## src/osc_cal_pkg.sv

```systemverilog
package osc_cal_pkg;
  // register offsets (8-bit register address space)
  localparam logic [7:0] PLL_OVERRIDE_ADDR = 8'h58;
  localparam logic [7:0] OSC_TRIM_ADDR = 8'h59;
  localparam logic [7:0] PLL_CAL_RESET_ADDR = 8'h5C;
  localparam logic [7:0] OSC_CAL_CONTROL_ADDR = 8'h5D;
  localparam logic [7:0] OSC_CAL_STATUS_ADDR = 8'h5E;
  // reset values
  localparam logic [7:0] PLL_OVERRIDE_RST = 8'h00;
  localparam logic [7:0] PLL_CAL_RESET_RST = 8'h00;
  localparam logic [7:0] OSC_CAL_CONTROL_RST = 8'h40;
  localparam logic [6:0] OSC_TRIM_RST = 7'h00;
  // field positions
  localparam int PLL_CAL_RESET_BIT = 0;
  localparam int CAL_ENABLE_BIT = 0;
  localparam int SETTLE_LSB = 4;
  localparam int SETTLE_MSB = 6;
  localparam int DONE_BIT = 0;
  localparam int OVR_ENABLE_BIT = 7;
  localparam int OVR_PLL_EN_BIT = 0;
  localparam int TRIM_MSB = 6;
  // settling base time per step, scaled by 2**settle_time_select
  localparam int SETTLE_BASE_NS = 64;
  localparam int CLK_PERIOD_NS = 8;
  localparam int SETTLE_BASE_CYC = (SETTLE_BASE_NS + CLK_PERIOD_NS - 1) / CLK_PERIOD_NS;
  localparam int TRIM_W = 7;
  localparam int SETTLE_W = 3;
  localparam int SETTLE_CNT_W = 16;
  // engine states, one-hot
  typedef enum logic [4:0] {
    ST_IDLE   = 5'b00001,
    ST_STEP   = 5'b00010,
    ST_SETTLE = 5'b00100,
    ST_EVAL   = 5'b01000,
    ST_DONE   = 5'b10000
  } cal_state_t;
endpackage

```

## src/settle_timer.sv

```systemverilog
`timescale 1ns/100ps
module settle_timer
  import osc_cal_pkg::*;
#(
  parameter int CNT_W = SETTLE_CNT_W,
  parameter int BASE_CYC = SETTLE_BASE_CYC
) (
  input wire logic clk_sys,
  input wire logic rst_b,
  input wire logic start,
  input wire logic [SETTLE_W-1:0] select,
  output logic expired
);
  initial begin
    if (BASE_CYC < 1 || CNT_W < SETTLE_W + 8) $error("settle_timer: bad parameters");
  end
  typedef struct packed {
    logic [CNT_W-1:0] cnt;
    logic run;
    logic expired;
  } tmr_t;
  tmr_t st_reg, st_next;
  // wait length doubles with each select step
  function automatic logic [CNT_W-1:0] wait_len(input logic [SETTLE_W-1:0] sel);
    wait_len = CNT_W'(BASE_CYC) << sel;
  endfunction
  // count down from one below the wait length, pulse expired at zero
  always_comb begin
    st_next = st_reg;
    st_next.expired = 1'b0;
    if (start) begin
      st_next.cnt = wait_len(select) - CNT_W'(1);
      st_next.run = 1'b1;
    end else if (st_reg.run) begin
      if (st_reg.cnt == '0) begin
        st_next.run = 1'b0;
        st_next.expired = 1'b1;
      end else begin
        st_next.cnt = st_reg.cnt - CNT_W'(1);
      end
    end
  end
  always_ff @(posedge clk_sys or negedge rst_b) begin
    if (!rst_b) begin
      st_reg <= '0;
    end else begin
      st_reg <= st_next;
    end
  end
  assign expired = st_reg.expired;
endmodule // settle_timer

```

## src/pll_osc_trim_calibration.sv

```systemverilog
`timescale 1ns/100ps
module pll_osc_trim_calibration
  import osc_cal_pkg::*;
#(
  parameter int CNT_W = SETTLE_CNT_W
) (
  input wire logic clk_sys,
  input wire logic rst_b,
  input wire logic reg_wr,
  input wire logic reg_rd,
  input wire logic [7:0] reg_addr,
  input wire logic [7:0] reg_wdata,
  output logic [7:0] reg_rdata,
  input wire logic pll_enable_pin,
  input wire logic osc_too_fast,
  output logic pll_enable,
  output logic pll_cal_hold,
  output logic [TRIM_W-1:0] osc_trim_code,
  output logic osc_cal_busy
);
  initial begin
    if (CNT_W < SETTLE_W + 8) $error("pll_osc_trim_calibration: CNT_W too small");
  end
  typedef struct packed {
    cal_state_t state;
    logic [7:0] ovr;
    logic cal_reset;
    logic [7:0] ctrl;
    logic [TRIM_W-1:0] trim;
    logic [TRIM_W-1:0] step_bit;
    logic done;
    logic [7:0] rdata;
    logic fast_s1;
    logic fast_s2;
    logic pin_s1;
    logic pin_s2;
  } state_t;
  state_t s_reg, s_next;
  logic settle_start;
  logic settle_done;
  logic cal_enable;
  logic [SETTLE_W-1:0] settle_time_select;
  assign cal_enable = s_reg.ctrl[CAL_ENABLE_BIT];
  assign settle_time_select = s_reg.ctrl[SETTLE_MSB:SETTLE_LSB];
  // per-step settle wait; length grows with the select field
  settle_timer #(
    .CNT_W(CNT_W),
    .BASE_CYC(SETTLE_BASE_CYC)
  ) u_settle (
    .clk_sys(clk_sys),
    .rst_b(rst_b),
    .start(settle_start),
    .select(settle_time_select),
    .expired(settle_done)
  );
  // register file, read mux and successive-approximation engine
  always_comb begin
    s_next = s_reg;
    settle_start = 1'b0;
    s_next.fast_s1 = osc_too_fast;
    s_next.fast_s2 = s_reg.fast_s1;
    s_next.pin_s1 = pll_enable_pin;
    s_next.pin_s2 = s_reg.pin_s1;
    // register writes; reserved bits of override and control read back as written, those of cal reset and trim read zero
    if (reg_wr) begin
      case (reg_addr)
        PLL_OVERRIDE_ADDR: s_next.ovr = reg_wdata;
        PLL_CAL_RESET_ADDR: s_next.cal_reset = reg_wdata[PLL_CAL_RESET_BIT];
        OSC_CAL_CONTROL_ADDR: s_next.ctrl = reg_wdata;
        OSC_TRIM_ADDR: s_next.trim = reg_wdata[TRIM_MSB:0];
        default: ;
      endcase
    end
    // engine sequence
    case (s_reg.state)
      ST_IDLE: begin
        // leaving reset starts a run or reports skip
        if (!s_reg.cal_reset) begin
          if (cal_enable) begin
            s_next.trim = OSC_TRIM_RST | TRIM_W'(1) << (TRIM_W - 1);
            s_next.step_bit = TRIM_W'(1) << (TRIM_W - 1);
            settle_start = 1'b1;
            s_next.state = ST_SETTLE;
          end else begin
            s_next.done = 1'b1;
            s_next.state = ST_DONE;
          end
        end
      end
      ST_STEP: begin
        // apply the next trial bit and settle again
        s_next.trim = s_reg.trim | s_reg.step_bit;
        settle_start = 1'b1;
        s_next.state = ST_SETTLE;
      end
      ST_SETTLE: begin
        if (settle_done) begin
          s_next.state = ST_EVAL;
        end
      end
      ST_EVAL: begin
        // too fast: drop the trial bit to centre the frequency
        if (s_reg.fast_s2) begin
          s_next.trim = s_reg.trim & ~s_reg.step_bit;
        end
        s_next.step_bit = s_reg.step_bit >> 1;
        if (s_reg.step_bit[0]) begin
          s_next.done = 1'b1;
          s_next.state = ST_DONE;
        end else begin
          s_next.state = ST_STEP;
        end
      end
      ST_DONE: ;
      default: s_next.state = ST_IDLE;
    endcase
    // calibration reset aborts a run and clears done
    if (s_reg.cal_reset) begin
      s_next.done = 1'b0;
      if (s_reg.state != ST_IDLE) begin
        s_next.state = ST_IDLE;
      end
    end
    // registered read data; status is read-only
    s_next.rdata = 8'h00;
    if (reg_rd) begin
      case (reg_addr)
        PLL_OVERRIDE_ADDR: s_next.rdata = s_reg.ovr;
        OSC_TRIM_ADDR: s_next.rdata = {1'b0, s_reg.trim};
        PLL_CAL_RESET_ADDR: s_next.rdata = {7'h00, s_reg.cal_reset};
        OSC_CAL_CONTROL_ADDR: s_next.rdata = s_reg.ctrl;
        OSC_CAL_STATUS_ADDR: s_next.rdata = {7'h00, s_reg.done};
        default: s_next.rdata = 8'h00;
      endcase
    end
  end
  always_ff @(posedge clk_sys or negedge rst_b) begin
    if (!rst_b) begin
      s_reg <= '0;
      s_reg.state <= ST_IDLE;
      s_reg.ovr <= PLL_OVERRIDE_RST;
      s_reg.cal_reset <= PLL_CAL_RESET_RST[PLL_CAL_RESET_BIT];
      s_reg.ctrl <= OSC_CAL_CONTROL_RST;
      s_reg.trim <= OSC_TRIM_RST;
    end else begin
      s_reg <= s_next;
    end
  end
  // pll enable from override bit or synchronised pin
  assign pll_enable = s_reg.ovr[OVR_ENABLE_BIT] ? s_reg.ovr[OVR_PLL_EN_BIT] : s_reg.pin_s2;
  assign pll_cal_hold = s_reg.cal_reset;
  assign osc_trim_code = s_reg.trim;
  assign osc_cal_busy = (s_reg.state != ST_IDLE) && (s_reg.state != ST_DONE);
  assign reg_rdata = s_reg.rdata;
endmodule // pll_osc_trim_calibration

```

## config.mk

```make
export PLATFORM = sky130hd
export DESIGN_NAME = pll_osc_trim_calibration
export DESIGN_NICKNAME = d
export VERILOG_FILES = /design/src/osc_cal_pkg.sv /design/src/settle_timer.sv /design/src/pll_osc_trim_calibration.sv
export SDC_FILE = /design/constraint.sdc
export NUM_CORES = 1
export LEC_CHECK = 0
export BUFFER_PORTS_ARGS = -buffer_cell sky130_fd_sc_hd__buf_2
export CORE_ASPECT_RATIO = 0.8
export CORE_UTILIZATION = 55
export DETAILED_ROUTE_END_ITERATION = 10
export PLACE_DENSITY = 0.74
export SLEW_MARGIN = 20
export SYNTH_ARGS = -nofsm -noshare
export SYNTH_HDL_FRONTEND = slang
export SYNTH_HIERARCHICAL = 1
export SYNTH_SLANG_ARGS = --single-unit
```

## constraint.sdc

```tcl
create_clock -name clk_sys -period 6.2 [get_ports clk_sys]
set_input_delay 1.55 -clock clk_sys [delete_from_list [all_inputs] [get_ports clk_sys]]
set_output_delay 1.55 -clock clk_sys [all_outputs]
set_load 0.005 [all_outputs]
```

==> results of run 1 <==
## power by group
group	switching (mW)	internal (mW)	leakage (nW)	total (mW)
combinational	0.192	0.177	0.748	0.369
sequential	0.115	0.518	0.868	0.633
clock	0.165	0.195	0.0991	0.360
total	0.471	0.890	1.71	1.36
## area by class of cell
| cell class | instances | share of cell area (%) |
|---|---|---|
| clock inverters | 5 | 1.326 |
| clock buffers | 11 | 3.568 |
| multi-input cells | 237 | 44.40 |
| repair buffers | 40 | 5.115 |
| well taps | 84 | 2.652 |
| inverters | 6 | 0.5684 |
| flip-flops and latches | 67 | 42.37 |
## placed cells by master, fill, tap and decap left out, drive strengths merged, types with 5 or more instances in the layout
| master | n |
|---|---|
| buf | 40 |
| nor2 | 26 |
| or3 | 7 |
| a22oi | 8 |
| inv | 6 |
| mux2 | 24 |
| clkbuf | 11 |
| mux2i | 9 |
| nand3 | 11 |
| nand2 | 21 |
| a31oi | 5 |
| o21ai | 9 |
| dfrtp | 65 |
| o41ai | 5 |
| or4 | 9 |
| o21a | 6 |
| nor4 | 9 |
| a22o | 6 |
| o22ai | 6 |
| nor3b | 5 |
| nor3 | 7 |
| nor2b | 6 |
| a21oi | 13 |
## per-layer routing
| metal | vias to the layer above | global-route usage, % |
|---|---|---|
| li1 | 1308 | - |
| met1 | 1360 | 35.44 |
| met2 | 86 | 35.70 |
| met3 | 12 | 7.071 |
| met4 | 0 | 6.838 |
| met5 | - | 0 |
## critical path: cells and delay by family, from the launching register on
family | cells | cell delay (ps)
AND/OR/NAND/NOR | 2 | 490
buffers and inverters | 1 | 150
flip-flops | 1 | 510
## cell families (layout without fill, tap and decap cells)
family	Yosys count	after routing
mux	33	33
fa+ha+maj	1	1
compound gates	74	74
xor+xnor	2	2
simple gates	127	127
buf+inv	35	62
flops	67	67
## worst max-delay path by stage
stage                              from  slack [ps]                    endpoint  depth (start not counted)
detailed placement          reg_addr[7]        3010       s_reg[40]$_DFFE_PN0P_                          5
global route        s_reg[45]$_DFF_PN0_        3050                osc_cal_busy                          3
floorplan                   reg_addr[2]        3360  osc_trim_code[6]$_DFF_PN0_                          5
CTS                 s_reg[46]$_DFF_PN0_        3150                osc_cal_busy                          3
finish              s_reg[46]$_DFF_PN0_        3160                osc_cal_busy                          3
global placement            reg_addr[7]        3100       s_reg[37]$_DFFE_PN0P_                          5
==> key figures, run 1 <==
Status
  – Status: finished clean

CTS
  – # hold bufs at CTS: 0
  – CTS-repair resized insts: 0
  – Clock tree sinks: 67
  – TritonCTS Buffers: 9
  – Reg clk slew, reported paths: 70 ps
  – Postcts setup bufs: 0
  – H-tree levels: 3
  – CTS tree: done
  – Worst skew pair latency: 350 ps
  – Clk buf depth: 2
  – Root buf cell: clkbuf_8

Pwr
  – Maximum resistive drop on vdd: 0.2662 mV
  – Leakage: 1.715 nW
  – Total power draw: 1.361 mW
  – P per Cell Area: 343.5 nW/um^2

GRT
  – Vias in the first global route: 2,584
  – Largest net degree at the start of global routing: 68
  – Initial antenna violation count: 0
  – First-pass GRT wire length: 12,830 microns
  – Overall Global Routing Usage: 24.36%
  – Gr ovfl total: 0

Critical path
  – Worst path slowest cell: dfrtp_1
  – Critical Path Fanout Max: 12
  – FF-to-FF Start: s_reg[48]$_DFF_PN0_
  – Worst EP arrival: 1490 ps
  – R2R cell count: 7
  – Crit end category: output port
  – Crit path cell chain: nor2_1 > nand3_1 > buf_2
  – Slowest stage delay, CP: 510 ps
  – R2R Setup Slk: 3360 ps
  – WS Path Type: flop to output port
  – Worst R2R End: u_settle/st_reg[5]$_DFFE_PN0P_
  – Startpoint class of the critical path: flop
  – CP required: 4650 ps

Drt
  – Post-Route M1 WL: 3721 microns
  – Initial DRC Count: 194
  – Drt wl/cell: 16.93 microns
  – Post-DRT Antenna Nets: 0
  – DR pass1 iterations: 5
  – Routed WL: 7619 microns
  – Routed met3 length: 433 microns
  – Via-to-Cell Ratio: 6.147
  – Vias after detailed routing: 2,766
  – Post-route DRC: 0
  – Top Layer Used: met4
  – Met2 wire len: 3353 microns

Floorplanning
  – Core region area: 6409 sq um
  – IO Count: 40
  – Die height: 75 microns
  – Initial Util: 57.17%
  – Die width: 93.25 microns
  – Row Count: 26
  – Die Area: 6993 sq um

Timing
  – Final TNS setup: 0 ps
  – Worst Setup Slack, final: 3158 ps
  – RSZ-0062 raised after global routing: false
  – Hold_ws: 362.5 ps
  – Final worst path period need: 3042 ps
  – Crit share post-route: 49.07%
  – Max_slew headroom: 44.60%
  – Achievable frequency: 328.7 MHz
  – Slew @ Worst Pin: 831.0 ps
  – Clk_skew: 12.13 ps
  – Final number of setup-violating endpoints: 0
  – Slew Viols, Final: 0
  – Hold Vio Cnt, Final: 0

Synth
  – Synth Area in Adders: 0.3415%
  – Compound-gate portion of the synthesized area: 15.44%
  – Top cells by count, synth: dfrtp_1, nor2_1, mux2_2, nand2_1, buf_4
  – Simple-gate share of the synthesized area: 21.93%
  – Sequential share of the synthesized area: 45.83%
  – Synth Area in XOR/XNOR: 0.4781%
  – Yosys reg bits: 67
  – Post-synthesis mux area share: 9.836%
  – Gate Count Post-Synth: 339
  – EDFF count, synth: 0
  – Cell with the most instances after synthesis: dfrtp_1
  – Synth Area per Inst: 10.81 sq um
  – Synth top area share: 44.40%
  – Syn nets: 362
  – Library cells used by synthesis: 71
  – FFs w/ async S/R, synth: 100.0%
  – Largest family of logic cells by synthesized area: simple AND/OR/NAND/NOR gates
  – Top post-synthesis cells by area: dfrtp_1, mux2_2, buf_4
  – Leading area contributor after synthesis: dfrtp_1
  – Syn Std Cell Area: 3664 sq um
  – Prevailing post-synth register cell: dfrtp_1
  – Yosys warns: 6

Place
  – IO buf count: 39
  – Worst slack, placed: 3006 ps
  – DPL Wire Length: 5428 microns
  – Post-Place Cells: 434
  – Placed cell area: 3769 sq um
  – Routability cong.: 0.8700

Cells and area
  – Antenna Cells: 0
  – Layout Nets: 384
  – Syn-to-layout area delta: 8.163%
  – Fillcell total: 544
  – Cell Count, Final, Fillers Out: 450
  – Final core occ: 61.83%
  – Multi-input logic area: 1759 sq um
  – Fraction of layout cells with a size suffix above 1: 27.32%
  – Reg area: 1679 sq um
  – Largest register FFs: 30
  – Design area: 3963 sq um

Worst hold path
  – Type of the worst min-delay path: flop to flop
  – Hold Crit Start: s_next[0]$_DFF_PN0_
  – Hold Path Depth: 0
  – Worst hold path endpoint: s_reg[0]$_DFF_PN0_

Job
  – Max cap viols: 0
Note: power is estimated with default switching activity, not from simulation.
==> run 2: changes to the inputs <==
Clock period 6.2 ns to 3.2 ns, I/O delays scaled along.
==> key figures, run 2 (synthesis results as in run 1) <==
Status
  – Status: finished clean

Pwr
  – Flop pwr share: 46.9% (+0.4 points)
  – Switching part of the total: 34.96% (+0.33 points)
  – Clock share of power: 26.1% (-0.3 points)
  – P per Cell Area: 658.8 nW/um^2 (+92%)
  – Comb pwr share: 27.0% (about the same)
  – Leakage: 1.721 nW (+0.35%)
  – Maximum resistive drop on vdd: 0.3699 mV (+39%)
  – P_int: 1.706 mW (+92%)
  – Switching pwr: 0.9170 mW (+95%)
  – Total power draw: 2.623 mW (+93%)

Floorplanning
  – IO Count: 40 (unchanged)
  – Die Area: 6993 sq um (unchanged)
  – Initial Util: 57.17% (unchanged)
  – Core region area: 6409 sq um (unchanged)
  – Die height: 75 microns (unchanged)
  – Row Count: 26 (unchanged)
  – Die width: 93.25 microns (unchanged)

Drt
  – Via-to-Cell Ratio: 6.204 (+0.93%)
  – DR pass1 iterations: 5 (unchanged)
  – Vias after detailed routing: 2,798 (+1.2%)
  – Drt wl/cell: 17.01 microns (+0.46%)
  – Initial DRC Count: 198 (+2.1%)
  – Post-route DRC: 0 (unchanged)
  – Routed WL: 7671 microns (+0.68%)
  – Post-DRT Antenna Nets: 0 (unchanged)

Timing
  – RSZ-0062 raised after global routing: false
  – Achievable frequency: 401.5 MHz
  – Hold_ws: 350.9 ps (-11.56 ps)
  – Final worst path period need: 2491 ps
  – Max_slew headroom: 52.19% (+7.6 points)
  – Slew @ Worst Pin: 711.8 ps (-119.3 ps)
  – Clk_skew: 8.858 ps (-3.276 ps)
  – Final TNS setup: 0 ps (unchanged)
  – Final number of setup-violating endpoints: 0 (unchanged)
  – Crit share post-route: 77.83%
  – Hold Vio Cnt, Final: 0 (unchanged)
  – Slew Viols, Final: 0 (unchanged)

Place
  – DPL Wire Length: 5416 microns (-0.23%)
  – Routability cong.: 0.8781 (+0.93%)
  – Post-Place Cells: 435 (+0.23%)
  – IO buf count: 39 (unchanged)

Critical path
  – R2R cell count: 7 (unchanged)
  – R2R Setup Slk: 710 ps (-2650 ps)
  – Crit end category: flop
  – Worst EP arrival: 2730 ps (+1240 ps)
  – Critical Path Fanout Max: 14 (+2)
  – Startpoint class of the critical path: flop
  – FF-to-FF Start: s_reg[48]$_DFF_PN0_
  – WS Path Type: flop to flop
  – Worst R2R End: u_settle/st_reg[5]$_DFFE_PN0P_
  – CP required: 3440 ps (-1210 ps)

Worst hold path
  – Worst hold path endpoint: s_reg[0]$_DFF_PN0_
  – Hold Path Depth: 0 (unchanged)
  – Type of the worst min-delay path: flop to flop
  – Hold Crit Start: s_next[0]$_DFF_PN0_

Job
  – Max cap viols: 0 (unchanged)

GRT
  – Global Route met3 Usage: 6.768% (-0.30 points)
  – GR Util met2: 32.76% (-2.9 points)
  – GR peak layer: met1
  – Overall Global Routing Usage: 23.44% (-0.92 points)
  – Vias in the first global route: 2,442 (-5.5%)
  – Largest net degree at the start of global routing: 38 (-44%)
  – GR Util met1: 35.16% (-0.28 points)
  – Initial antenna violation count: 0 (unchanged)
  – Gr ovfl total: 0 (unchanged)
  – First-pass GRT wire length: 12,380 microns (-3.5%)

Cells and area
  – Antenna Cells: 0 (unchanged)
  – Layout Nets: 385 (+0.26%)
  – Largest register FFs: 30 (unchanged)
  – Cell Count, Final, Fillers Out: 451 (+0.22%)
  – Fillcell total: 498 (-8.5%)
  – Commonest non-fill, non-tap cell in the layout: dfrtp_1
  – Fraction of layout cells with a size suffix above 1: 27.79% (+0.47 points)
  – Most frequent cells in the layout: dfrtp_1, buf_2, nor2_1, mux2_2, nand2_1
  – Syn-to-layout area delta: 8.675%

CTS
  – CTS-repair resized insts: 0 (unchanged)
  – # hold bufs at CTS: 0 (unchanged)
  – Clock tree sinks: 67 (unchanged)
  – H-tree levels: 3 (unchanged)
  – Reg clk slew, reported paths: 80 ps (about the same)
  – TritonCTS Buffers: 9 (unchanged)
  – Postcts setup bufs: 0 (unchanged)
  – Clk buf depth: 2 (unchanged)
  – CTS tree: done
  – Worst skew pair latency: 340 ps (about the same)
  – Root buf cell: clkbuf_8
-- run 2: changes by cell type in the layout (fill, tap and decap cells not counted) --
cell / delta
buf_12: +1
clkbuf_1: -1
clkbuf_8: -1
clkinv_4: +1
clkinvlp_4: +1
-- run 2: how the worst max path moves through the flow --
| stage | slack [ps] | start | endpoint | depth (start not counted) |
|---|---|---|---|---|
| global route | 630 | s_reg[48]$_DFF_PN0_ | u_settle/st_reg[9]$_DFFE_PN0P_ | 8 |
| detailed placement | 680 | reg_addr[7] | s_reg[36]$_DFFE_PN0P_ | 5 |
| global placement | 740 | reg_addr[7] | s_reg[40]$_DFFE_PN0P_ | 5 |
| floorplan | 1030 | s_reg[48]$_DFF_PN0_ | u_settle/st_reg[10]$_DFFE_PN0P_ | 10 |
| CTS | 760 | s_reg[48]$_DFF_PN0_ | u_settle/st_reg[5]$_DFFE_PN0P_ | 7 |
| finish | 710 | s_reg[48]$_DFF_PN0_ | u_settle/st_reg[5]$_DFFE_PN0P_ | 7 |
-- run 2: layout make-up --
cell class,instances,area [sq um],area share [%]
Clock buffer,9,123.9,3.111
Clock inverter,7,68.82,1.728
Inverter,6,22.52,0.5657
Multi-Input combinational cell,237,1759,44.19
Sequential cell,67,1679,42.17
Tap cell,84,105.1,2.640
Timing Repair Buffer,41,222.7,5.594
-- run 2: routing by layer --
| layer | routed length [microns] | part of all wire [%] |
|---|---|---|
| met1 | 3778 | 49 |
| met2 | 3327 | 43 |
| met3 | 473 | 6.2 |
| met4 | 92 | 1.2 |
| met5 | 0 | 0 |
-- run 2: critical path, stage by stage (launching register included) --
cell	delay, ps
dfrtp_1	510
or2_1	290
or4b_4	570
nand2_1	310
inv_1	310
nor2_1	210
nand2_1	80
o31a_1	100
-- run 2: power by group through the flow --
stage          logic [mW]  registers (mW)  clock network (mW)
6_report            0.709            1.23               0.684
3_3_place_gp        0.689            1.23                   0
2_1_floorplan       0.626            1.15                   0
5_1_grt             0.785            1.25               0.744
4_1_cts             0.709            1.22               0.700
3_5_place_dp        0.704            1.23                   0
-- run 2: stage by stage --
stage	instance area [sq um]	utilization, %	setup slack (ps)
2_1_floorplan	3664	-	1030
3_3_place_gp	3789	59.12	738.4
3_5_place_dp	3789	59.12	680.9
4_1_cts	3981	62.12	761.5
5_1_grt	3981	62.12	629.2
6_report	3981	62.12	709.5
==> run 3: changes to the inputs <==
Settings changed: CORE_UTILIZATION 55 to 53, PLACE_DENSITY 0.74 to 0.75.
Clock period 3.2 ns to 2.2 ns, I/O delays scaled along.
==> key figures, run 3 (synthesis results as in run 1) <==
Status
  – Status: finished clean

Drt
  – Routed WL: 8234 microns (+7.3%)
  – Vias after detailed routing: 2,835 (+1.3%)
  – Drt wl/cell: 17.41 microns (+2.3%)
  – Post-DRT Antenna Nets: 0 (unchanged)
  – DR pass1 iterations: 8 (+3)
  – Post-route DRC: 0 (unchanged)
  – Via-to-Cell Ratio: 5.994 (-3.4%)
  – Initial DRC Count: 139 (-30%)

Place
  – Routability cong.: 0.8675 (-1.2%)
  – DPL Wire Length: 5806 microns (+7.2%)
  – Placed cell area: 3946 sq um (+4.2%)
  – IO buf count: 39 (unchanged)

Worst hold path
  – Type of the worst min-delay path: input pin to asynchronous set/reset pin

GRT
  – Vias in the first global route: 2,801 (+15%)
  – Overall Global Routing Usage: 24.86% (+1.4 points)
  – Initial antenna violation count: 0 (unchanged)
  – First-pass GRT wire length: 13,640 microns (+10%)
  – Gr ovfl total: 0 (unchanged)
  – Largest net degree at the start of global routing: 32 (-16%)

Cells and area
  – Syn-to-layout area delta: 13.52%
  – Most frequent cells in the layout: dfrtp_1, buf_2, nor2_1, buf_4, mux2_2
  – Fillcell total: 532 (+6.8%)
  – Largest register FFs: 30 (unchanged)
  – Layout Nets: 407 (+5.7%)
  – Fraction of layout cells with a size suffix above 1: 32.13% (+4.3 points)
  – Antenna Cells: 0 (unchanged)
  – Commonest non-fill, non-tap cell in the layout: dfrtp_1
  – Design area: 4159 sq um (+4.5%)

Timing
  – Slew Viols, Final: 0 (unchanged)
  – Slew @ Worst Pin: 534.8 ps (-177.0 ps)
  – Final worst path period need: 2089 ps (-401.3 ps)
  – Final number of setup-violating endpoints: 0 (unchanged)
  – Clk_skew: 13.34 ps (+4.485 ps)
  – Hold Vio Cnt, Final: 0 (unchanged)
  – Crit share post-route: 94.96% (+17 points)
  – RSZ-0062 raised after global routing: false
  – Achievable frequency: 478.7 MHz (+19%)
  – Final TNS setup: 0 ps (unchanged)
  – Hold_ws: 147.5 ps (-203.4 ps)
  – Max_slew headroom: 64.28% (+12 points)

Floorplanning
  – Row Count: 26 (unchanged)
  – Die width: 94.96 microns (+1.8%)
  – Die height: 76.36 microns (+1.8%)
  – Die Area: 7251 sq um (+3.7%)
  – Initial Util: 56.03% (-1.1 points)
  – Core region area: 6539 sq um (+2.0%)
  – IO Count: 40 (unchanged)

Critical path
  – Critical Path Fanout Max: 6 (-8)
  – FF-to-FF Start: u_settle/st_reg[3]$_DFFE_PN0P_
  – R2R cell count: 7 (unchanged)
  – Worst EP arrival: 2370 ps (-360 ps)
  – Worst path slowest cell: or4b_4
  – WS Path Type: flop to flop
  – Crit path cell chain: inv_1 > ha_4 > or4b_4 > nor4_4 > buf_4 > o31a_2 > o31a_1
  – Slowest stage delay, CP: 510 ps (-60 ps)
  – Crit end category: flop
  – R2R Setup Slk: 110 ps (-600 ps)
  – CP required: 2480 ps (-960 ps)
  – Startpoint class of the critical path: flop
  – Worst R2R End: u_settle/st_reg[5]$_DFFE_PN0P_

Pwr
  – Leakage: 1.833 nW (+6.5%)
  – P per Cell Area: 946.6 nW/um^2 (+44%)
  – Maximum resistive drop on vdd: 0.4886 mV (+32%)
  – Total power draw: 3.937 mW (+50%)

CTS
  – Reg clk slew, reported paths: 80 ps (about the same)
  – Clk buf depth: 2 (unchanged)
  – TritonCTS Buffers: 9 (unchanged)
  – # hold bufs at CTS: 0 (unchanged)
  – Root buf cell: clkbuf_8
  – Worst skew pair latency: 350 ps (about the same)
  – H-tree levels: 3 (unchanged)
  – Clock tree sinks: 67 (unchanged)
  – CTS tree: done

Job
  – Max cap viols: 0 (unchanged)
-- run 3: cell types whose count changed in the layout (fill, tap and decap cells not counted), sizes merged --
cell,previous run,this run
clkinv,4,3
buf,41,63
clkinvlp,2,1
inv,6,7
clkbuf,9,10
-- run 3: layer usage --
layer  up-vias  track usage, %  wire (microns)
met5         -               0               0
met2        78           37.99            3857
li1       1359               -               -
met4         0           9.394              83
met3         8           6.188             385
met1      1390           33.94            3908
-- run 3: what timing repair did --
item / in CTS / in global routing
gates resized for setup: 0 / 3
buffers inserted: 0 / 1
endpoints found under the setup margin: 0 / 5
-- run 3: critical path: cells and delay by family, from the launching register on --
kind                     cells  cell delay (ps)
AO/OA/AOI/OAI                2              260
adder cells (fa/ha/maj)      1              150
buffers and inverters        2              330
flip-flops                   1              390
AND/OR/NAND/NOR              2              900
-- run 3: layout make-up --
cell class              instances  area [sq um]  share of cell area, %
clock buffers                  10         127.6                  3.069
clock inverters                 6         65.06                  1.564
inverters                       6         22.52                 0.5415
multi-input cells             237          1772                  42.60
flip-flops and latches         67          1679                  40.37
well taps                      84         105.1                  2.527
repair buffers                 63         387.9                  9.326
-- run 3: stage by stage --
| stage | util (%) | setup WS [ps] | std cells |
|---|---|---|---|
| 3_3_place_gp | 60.35 | 200.6 | 456 |
| 4_1_cts | 63.30 | 76.32 | 472 |
| 2_1_floorplan | - | 29.96 | 339 |
| 3_5_place_dp | 60.35 | 126.6 | 456 |
| 6_report | 63.61 | 110.8 | 473 |
| 5_1_grt | 63.61 | 6.243 | 473 |
-- run 3: worst max path at each step --
stage | start | endpoint | slack (ps)
floorplan | s_reg[48]$_DFF_PN0_ | u_settle/st_reg[10]$_DFFE_PN0P_ | 30
global placement | u_settle/st_reg[2]$_DFFE_PN0P_ | u_settle/st_reg[11]$_DFFE_PN0P_ | 200
detailed placement | u_settle/st_reg[2]$_DFFE_PN0P_ | u_settle/st_reg[11]$_DFFE_PN0P_ | 130
CTS | u_settle/st_reg[2]$_DFFE_PN0P_ | u_settle/st_reg[11]$_DFFE_PN0P_ | 80
global route | u_settle/st_reg[3]$_DFFE_PN0P_ | u_settle/st_reg[5]$_DFFE_PN0P_ | 6
finish | u_settle/st_reg[3]$_DFFE_PN0P_ | u_settle/st_reg[5]$_DFFE_PN0P_ | 110
-- run 3: power by group --
group | total [mW] | internal (mW) | switching, mW
registers | 1.76 | 1.46 | 0.304
logic | 1.17 | 0.569 | 0.596
clock network | 1.01 | 0.525 | 0.482
